==> config.mk <==
export PLATFORM = sky130hd
export DESIGN_NAME = clock_source_ctrl
export DESIGN_NICKNAME = d
export VERILOG_FILES = /design/src/clock_source_ctrl.v /design/src/clk_divider.v
export VERILOG_INCLUDE_DIRS = /design/src
export SDC_FILE = /design/constraint.sdc
export NUM_CORES = 1
export LEC_CHECK = 0
export ABC_AREA = 1
export BUFFER_PORTS_ARGS = -buffer_cell sky130_fd_sc_hd__buf_2
export CAP_MARGIN = 40
export CELL_PAD_IN_SITES_DETAIL_PLACEMENT = 1
export CELL_PAD_IN_SITES_GLOBAL_PLACEMENT = 1
export CORE_MARGIN = 4
export CORE_UTILIZATION = 31
export CTS_CLUSTER_DIAMETER = 120
export CTS_CLUSTER_SIZE = 8
export DETAILED_ROUTE_END_ITERATION = 12
export GPL_TIMING_DRIVEN = 0
export HOLD_SLACK_MARGIN = 0.15
export PLACE_DENSITY = 0.95
export SLEW_MARGIN = 10
export SYNTH_ARGS = -nofsm -noshare
export SYNTH_HDL_FRONTEND = slang
export SYNTH_SLANG_ARGS = --single-unit
==> constraint.sdc <==
create_clock -name clk_sys -period 2.5 [get_ports clk_sys]
set_clock_uncertainty 0.05 [all_clocks]
set_input_delay 0.5 -clock clk_sys [delete_from_list [all_inputs] [get_ports clk_sys]]
set_output_delay 0.5 -clock clk_sys [all_outputs]
set_load 0.005 [all_outputs]
==> src/clkgen_map.vh <==
`ifndef CLKGEN_MAP_VH
`define CLKGEN_MAP_VH
// register byte addresses
`define ADDR_CLOCK_MODE 4'h0
`define ADDR_STATUS 4'h4
// clock mode register fields
`define CM_DIV_HI 7
`define CM_DIV_LO 6
`define CM_SEL_HI 5
`define CM_SEL_LO 4
`define CM_PIN_STOP 2
`define CM_HS_STOP 1
`define CM_LS_STOP 0
`define CM_RESET 8'h02
`define CM_WMASK 8'hF7
// source select codes
`define SEL_LOW 2'h0
`define SEL_HIGH 2'h1
`define SEL_PIN 2'h2
// oscillation method codes
`define OSC_NONE 2'h0
`define OSC_RES 2'h1
`define OSC_32K 2'h2
`define OSC_EXT 2'h3
// divider ratio codes
`define DIV_8 2'h0
`define DIV_4 2'h1
`define DIV_2 2'h2
`define DIV_1 2'h3
// factory word two: low-speed stop enable bit
`define FO2_LS_STOP_EN 4
`endif

==> src/clock_source_ctrl.v <==
// Behaviour
// [RQ1] method 00: pins become general ports
// [RQ2] bits 5:4 select low, high, pin source
// [RQ3] refuse select 10 when no pins
// [RQ4] bits 7:6 divide cpu clock 1,2,4,8
// [RQ5] undivided source feeds peripherals
// [RQ6] reset: low-speed source, divide by eight
// [RQ7] high-speed oscillator stopped after reset
// [RQ8] pin oscillator runs after reset itself
// [RQ9] software clears run bit of used source
// [RQ10] method selects resonator, 32k, external
// [RQ11] software waits for pin oscillator stability
// [RQ12] stop-disable option ignores low-speed stop
// [RQ13] high-speed stop bit resets to one
`timescale 1ns/1ns
`include "clkgen_map.vh"
module clock_source_ctrl
(
  // clock and reset
  input wire clk_sys,
  input wire rst,
  // avalon-mm slave
  input wire [3:0] avs_address,
  input wire avs_read,
  input wire avs_write,
  input wire [31:0] avs_writedata,
  output reg [31:0] avs_readdata,
  output reg avs_waitrequest,
  // factory option words
  input wire [7:0] factory_option_word_one,
  input wire [7:0] factory_option_word_two,
  // oscillator source ticks, one clk_sys pulse per edge; ext_clk_in is a raw level
  input wire low_osc_tick,
  input wire high_osc_tick,
  input wire main_osc_tick,
  input wire sub_osc_tick,
  input wire ext_clk_in,
  // oscillator enables
  output reg low_osc_run_r,
  output reg high_osc_run_r,
  output reg main_osc_run_r,
  output reg sub_osc_run_r,
  // clock outputs as ticks
  output reg periph_tick_r,
  output reg cpu_tick_r,
  // port2 line0: output port or osc output
  input wire port2_line0_out,
  output reg port2_line0_o,
  output reg port2_line0_oe,
  // port2 line1: i/o port or osc input
  input wire port2_line1_in,
  input wire port2_line1_out,
  input wire port2_line1_dir,
  output reg port2_line1_o,
  output reg port2_line1_oe,
  output reg port2_line1_i_r
);
  reg [7:0] clock_mode_reg;
  reg [1:0] method_r;
  reg ls_stop_en_r;
  reg ack_r;
  reg [2:0] ext_sync_r;
  reg ext_lvl_r;
  reg src_tick;
  reg [7:0] wr_val;
  reg [7:0] cm_nxt;
  wire div_tick;
  wire [1:0] sel = clock_mode_reg[`CM_SEL_HI:`CM_SEL_LO];
  wire [1:0] divc = clock_mode_reg[`CM_DIV_HI:`CM_DIV_LO];
  wire wr_hit = avs_write && !ack_r;
  wire rd_hit = avs_read && !ack_r;

  // factory options captured while reset is held
  always @(posedge clk_sys)
  begin
    if (rst)
    begin
      method_r <= factory_option_word_one[1:0];
      ls_stop_en_r <= factory_option_word_two[`FO2_LS_STOP_EN];
    end
  end

  // external clock input synchroniser, edge once stages 2 and 3 agree
  always @(posedge clk_sys)
  begin
    if (rst)
    begin
      ext_sync_r <= 3'h0;
      ext_lvl_r <= 1'b0;
    end
    else
    begin
      ext_sync_r <= {ext_sync_r[1:0], ext_clk_in};
      if (ext_sync_r[2] == ext_sync_r[1])
        ext_lvl_r <= ext_sync_r[2];
    end
  end

  // source mux
  always @*
  begin
    src_tick = 1'b0;
    case (sel)
      `SEL_LOW: src_tick = low_osc_tick && low_osc_run_r; // [RQ2] [RQ9]
      `SEL_HIGH: src_tick = high_osc_tick && high_osc_run_r; // [RQ2] [RQ9]
      `SEL_PIN:
      begin
        case (method_r) // [RQ10]
          `OSC_RES: src_tick = main_osc_tick && main_osc_run_r;
          `OSC_32K: src_tick = sub_osc_tick && sub_osc_run_r;
          // rising edge once stages 2 and 3 both read high
          `OSC_EXT: src_tick = ext_sync_r[2] && ext_sync_r[1] && !ext_lvl_r;
          default: src_tick = 1'b0;
        endcase
      end
      default: src_tick = 1'b0;
    endcase
  end

  // register write filtering
  always @*
  begin
    wr_val = avs_writedata[7:0] & `CM_WMASK;
    cm_nxt = wr_val;
    if (method_r == `OSC_NONE &&
        wr_val[`CM_SEL_HI:`CM_SEL_LO] == `SEL_PIN)
      cm_nxt[`CM_SEL_HI:`CM_SEL_LO] = sel; // [RQ3]
    if (!ls_stop_en_r)
      cm_nxt[`CM_LS_STOP] = 1'b0; // [RQ12]
  end

  // register and bus slave, one wait cycle per access
  always @(posedge clk_sys)
  begin
    if (rst)
    begin
      clock_mode_reg <= `CM_RESET; // [RQ6] [RQ13]
      ack_r <= 1'b0;
      avs_waitrequest <= 1'b1;
      avs_readdata <= 32'h0;
    end
    else
    begin
      ack_r <= wr_hit || rd_hit;
      avs_waitrequest <= !(wr_hit || rd_hit);
      // write lands on the edge that shows waitrequest low
      if (avs_write && !avs_waitrequest &&
          avs_address == `ADDR_CLOCK_MODE)
        clock_mode_reg <= cm_nxt;
      if (rd_hit)
      begin
        case (avs_address)
          `ADDR_CLOCK_MODE: avs_readdata <= {24'h0, clock_mode_reg};
          `ADDR_STATUS: avs_readdata <= {24'h0, ls_stop_en_r, method_r,
            low_osc_run_r, high_osc_run_r, main_osc_run_r || sub_osc_run_r,
            sel};
          default: avs_readdata <= 32'h0;
        endcase
      end
    end
  end

  clk_divider u_div
  (
    .clk_sys(clk_sys),
    .rst(rst),
    .src_tick(src_tick),
    .div_code(divc), // [RQ4]
    .cpu_tick(div_tick)
  );

  // oscillator enables, clock and pin outputs
  always @(posedge clk_sys)
  begin
    if (rst)
    begin
      low_osc_run_r <= 1'b0;
      high_osc_run_r <= 1'b0; // [RQ7]
      main_osc_run_r <= 1'b0;
      sub_osc_run_r <= 1'b0;
      periph_tick_r <= 1'b0;
      cpu_tick_r <= 1'b0;
      port2_line0_o <= 1'b0;
      port2_line0_oe <= 1'b0;
      port2_line1_o <= 1'b0;
      port2_line1_oe <= 1'b0;
      port2_line1_i_r <= 1'b0;
    end
    else
    begin
      low_osc_run_r <= !clock_mode_reg[`CM_LS_STOP];
      high_osc_run_r <= !clock_mode_reg[`CM_HS_STOP]; // [RQ13]
      // pin bit resets to 0, so it starts alone
      main_osc_run_r <= method_r == `OSC_RES &&
        !clock_mode_reg[`CM_PIN_STOP]; // [RQ8]
      sub_osc_run_r <= method_r == `OSC_32K &&
        !clock_mode_reg[`CM_PIN_STOP]; // [RQ8]
      periph_tick_r <= src_tick; // [RQ5]
      cpu_tick_r <= div_tick;
      port2_line1_i_r <= port2_line1_in;
      if (method_r == `OSC_NONE)
      begin
        port2_line0_o <= port2_line0_out; // [RQ1]
        port2_line0_oe <= 1'b1; // [RQ1]
        port2_line1_o <= port2_line1_out; // [RQ1]
        port2_line1_oe <= port2_line1_dir; // [RQ1]
      end
      else if (method_r == `OSC_EXT)
      begin
        port2_line0_o <= 1'b0;
        port2_line0_oe <= 1'b0;
        port2_line1_o <= port2_line1_out;
        port2_line1_oe <= port2_line1_dir;
      end
      else
      begin
        port2_line0_o <= 1'b0;
        port2_line0_oe <= 1'b0;
        port2_line1_o <= 1'b0;
        port2_line1_oe <= 1'b0;
      end
    end
  end
endmodule // clock_source_ctrl

==> src/clk_divider.v <==
`timescale 1ns/1ns
`include "clkgen_map.vh"
// counts source ticks and emits one cpu tick per ratio
module clk_divider
(
  // clock and reset
  input wire clk_sys,
  input wire rst,
  // source tick and ratio code
  input wire src_tick,
  input wire [1:0] div_code,
  // divided tick
  output reg cpu_tick
);
  reg [2:0] cnt_r;
  reg [2:0] limit;

  always @*
  begin
    case (div_code)
      `DIV_1: limit = 3'h0;
      `DIV_2: limit = 3'h1;
      `DIV_4: limit = 3'h3;
      default: limit = 3'h7;
    endcase
  end

  always @(posedge clk_sys)
  begin
    if (rst)
    begin
      cnt_r <= 3'h0;
      cpu_tick <= 1'b0;
    end
    else
    begin
      cpu_tick <= 1'b0;
      if (src_tick)
      begin
        if (cnt_r >= limit)
        begin
          cnt_r <= 3'h0;
          cpu_tick <= 1'b1;
        end
        else
          cnt_r <= cnt_r + 3'h1;
      end
    end
  end
endmodule // clk_divider

==> flow_metrics.tcl <==
set metrics [dict create \
    period_share 0.645 \
    fmax_ghz 0.620 \
    r2r_slack_ns 0.89 \
    fp.dieW_um 84.8 \
    cts_made_buffers 5 \
    maxCapViolCount 0 \
    hpwl_um 3820 \
    rsz0062_at_grt "false" \
    routed_wl_um 4550 \
    dp_slack_ns 0.891 \
    start_util 0.326 \
    yosysUniqueCellTypes 29 \
    die_height_um 84.8 \
    cp-end-kind "flip-flop" \
    p_sw_mw 0.333 \
    ys_seq_area_frac 0.444 \
    synth_cells 231 \
    hold_violations 0 \
    rr_endpoint "u_div.cpu_tick" \
    nets 377 \
    grt_overflow 0 \
    critPathLaunchType "flip-flop" \
    wl_per_cell_um 12.0 \
    ys_warn_count 0 \
    vias_per_cell 4.27 \
    p_leak_nw 1.22 \
    cp.arrival_ns 1.75 \
    syn_area_per_cell_um2 7.91 \
    seq_power_share 0.536 \
    grt_max_degree 12 \
    worst-path-buf-inv 1 \
    die_area_mm2 0.00719 \
    antenna_found_initial 0 \
    setup_viol 0 \
    track_usage 0.135 \
    worst_slack_ns 0.888 \
    clk_latency_ns 0.29 \
    status "complete, no violations" \
    drtIter0Drc 61 \
    critical_path_class "reg -> reg" \
    cts_tree "done" \
    powerDensity_mw_per_mm2 548 \
    cts-root-buf "clkbuf_8" \
    clkTransAtPathRegs_ns 0.07 \
    clock_sinks 39 \
    syn-cell-area_mm2 0.00183 \
    htreeDepth 2 \
    place.port_buffers 46 \
    cp-endpoint "u_div.cpu_tick" \
    totalPowerFinal_mw 1.27 \
    drtPass1Iterations 4 \
    critPathMaxFanout 4 \
    clockBufferDepth 2 \
    ys_ff_latch 39 \
    worst_r2r_path_depth 6 \
    power.share.clock 0.320 \
    largest_reg_flops 8 \
    drc 0 \
    p_sw_frac 0.263 \
    path_depth 6 \
    rows 27 \
    max-vdd-ir-drop_v 0.000346 \
    crit_chain "inv_1 > nand2_1 > ha_1 > a21oi_1 > nand3_1 > and3_1" \
    critical_path.slowest_cell "dfxtp_1" \
    core_area_mm2 0.00561 \
    r2r-start "clock_mode_reg[6]" \
    syn_to_final_growth_pct 26.6 \
    place.gp.congestion 0.819 \
    min_period_ns 1.61 \
    combPwrFrac 0.144 \
    vias 1623 \
    p_int_mw 0.934 \
    final_max_slew_viol_count 0 \
    grt_pass1_wl_um 7860 \
    num_io_pins 109 \
    stdcell_count 380 \
    cts_hold_buf 0 \
    cts_resized 0 \
    antenna_left 0 \
    drive_above_1_share 0.295 \
    fill_cells 747 \
    crit_start "clock_mode_reg[6]" \
    postCtsSetupBuffers 0 \
    dp.cells 372 \
    cp.required_ns 2.64 \
    grt_pass1_vias 1743 \
    fin_setup_tns_ns 0 \
    min_path_type "in -> reg" \
    critPathTopFamily "simple AND/OR/NAND/NOR gates" \
    slowest_delay_ns 0.32 \
    post-route-util 0.413 \
    antennaDiodeCount 0 \
]
per-stage QoR:
stage / hold slack, ns / area, µm²
2_1_floorplan: 0.338 / 1910
3_3_place_gp: 0.344 / 2230
3_5_place_dp: 0.357 / 2230
4_1_cts: 0.312 / 2310
5_1_grt: 0.305 / 2310
6_report: 0.327 / 2310
Yosys cell counts (all sizes together):
cell,n,area [µm²]
clkinv,2,12.5
dfxtp,36,721
and3,2,12.5
clkbuf,3,11.3
buf,25,185
edfxtp,3,90.1
ha,5,62.6
nand2,34,143
nor2,41,186
nor3,2,10.0
inv,30,113
o21ai,18,90.1
o22ai,2,12.5
nand4,4,40.0
xor2,1,8.76
nand3b,1,7.51
conb,1,3.75
a21oi,10,50.1
nand3,11,67.6
power by group through the flow:
stage                     sequential [mW]  combinational (mW)  clock (mW)
after global routing                0.684               0.210       0.454
after global placement              0.691               0.175           0
after floorplan                     0.691               0.117           0
after CTS                           0.680               0.184       0.426
after detailed placement            0.694               0.183           0
final                               0.679               0.182       0.406
per-layer routing:
metal,up-vias,track usage,routed length [µm],share of wire
li1,829,-,-,-
met3,3,0.0569,416,0.091
met2,51,0.236,2270,0.50
met4,0,0.0302,36,0.0079
met5,-,0,0,0
met1,740,0.153,1830,0.40
worst min-delay path by stage:
stage | depth (start not counted) | from | slack (ns) | endpoint
floorplan | 2 | u_div.cpu_tick | 0.34 | cpu_tick_r
global placement | 2 | ext_sync_r[0] | 0.34 | ext_sync_r[1]
detailed placement | 2 | ext_sync_r[0] | 0.36 | ext_sync_r[1]
CTS | 1 | factory_option_word_one[1] | 0.31 | method_r[1]
global route | 1 | factory_option_word_two[4] | 0.31 | ls_stop_en_r
finish | 1 | factory_option_word_two[4] | 0.33 | ls_stop_en_r
cells in the final DEF, fill, tap and decap left out, types with 2 or more instances in the layout:
master    instances
buf_2            47
dfxtp_1          36
nor2_1           34
nand2_1          30
inv_1            29
buf_4            24
conb_1           24
o21ai_0          16
nand3_1          10
a21oi_1          10
ha_1              5
clkbuf_8          5
clkbuf_1          4
nor2_2            4
clkinv_1          3
nand2_2           3
nor2_4            3
nand4_1           3
edfxtp_1          3
nor3_1            2
and3_1            2
o21ai_1           2
o22ai_1           2
logic make-up after synthesis:
logic type | Yosys count | share of synthesized area
AOI/OAI and AO/OA | 30 | 0.0836
buffers and inverters | 60 | 0.176
other | 1 | 0.00205
adders and majority gates | 5 | 0.0342
DFF | 39 | 0.444
and+or+nand+nor | 95 | 0.255
xor gates and xnor gates | 1 | 0.00480
area by class of cell:
type,count,area [µm²],share of cell area
Multi-Input combinational cell,155,781,0.337
Sequential cell,39,811,0.350
Tap cell,72,90.1,0.0389
Clock inverter,2,7.51,0.00324
Inverter,32,125,0.0541
Buffer,28,196,0.0849
Clock buffer,6,72.6,0.0314
Timing Repair Buffer,46,230,0.0995
worst register-to-register path, stage by stage (launching register included):
cell,delay [ns]
dfxtp_1,0.32
inv_1,0.11
nand2_1,0.09
ha_1,0.31
a21oi_1,0.28
nand3_1,0.14
and3_1,0.21
No activity file was read; power rests on OpenSTA's default activity.
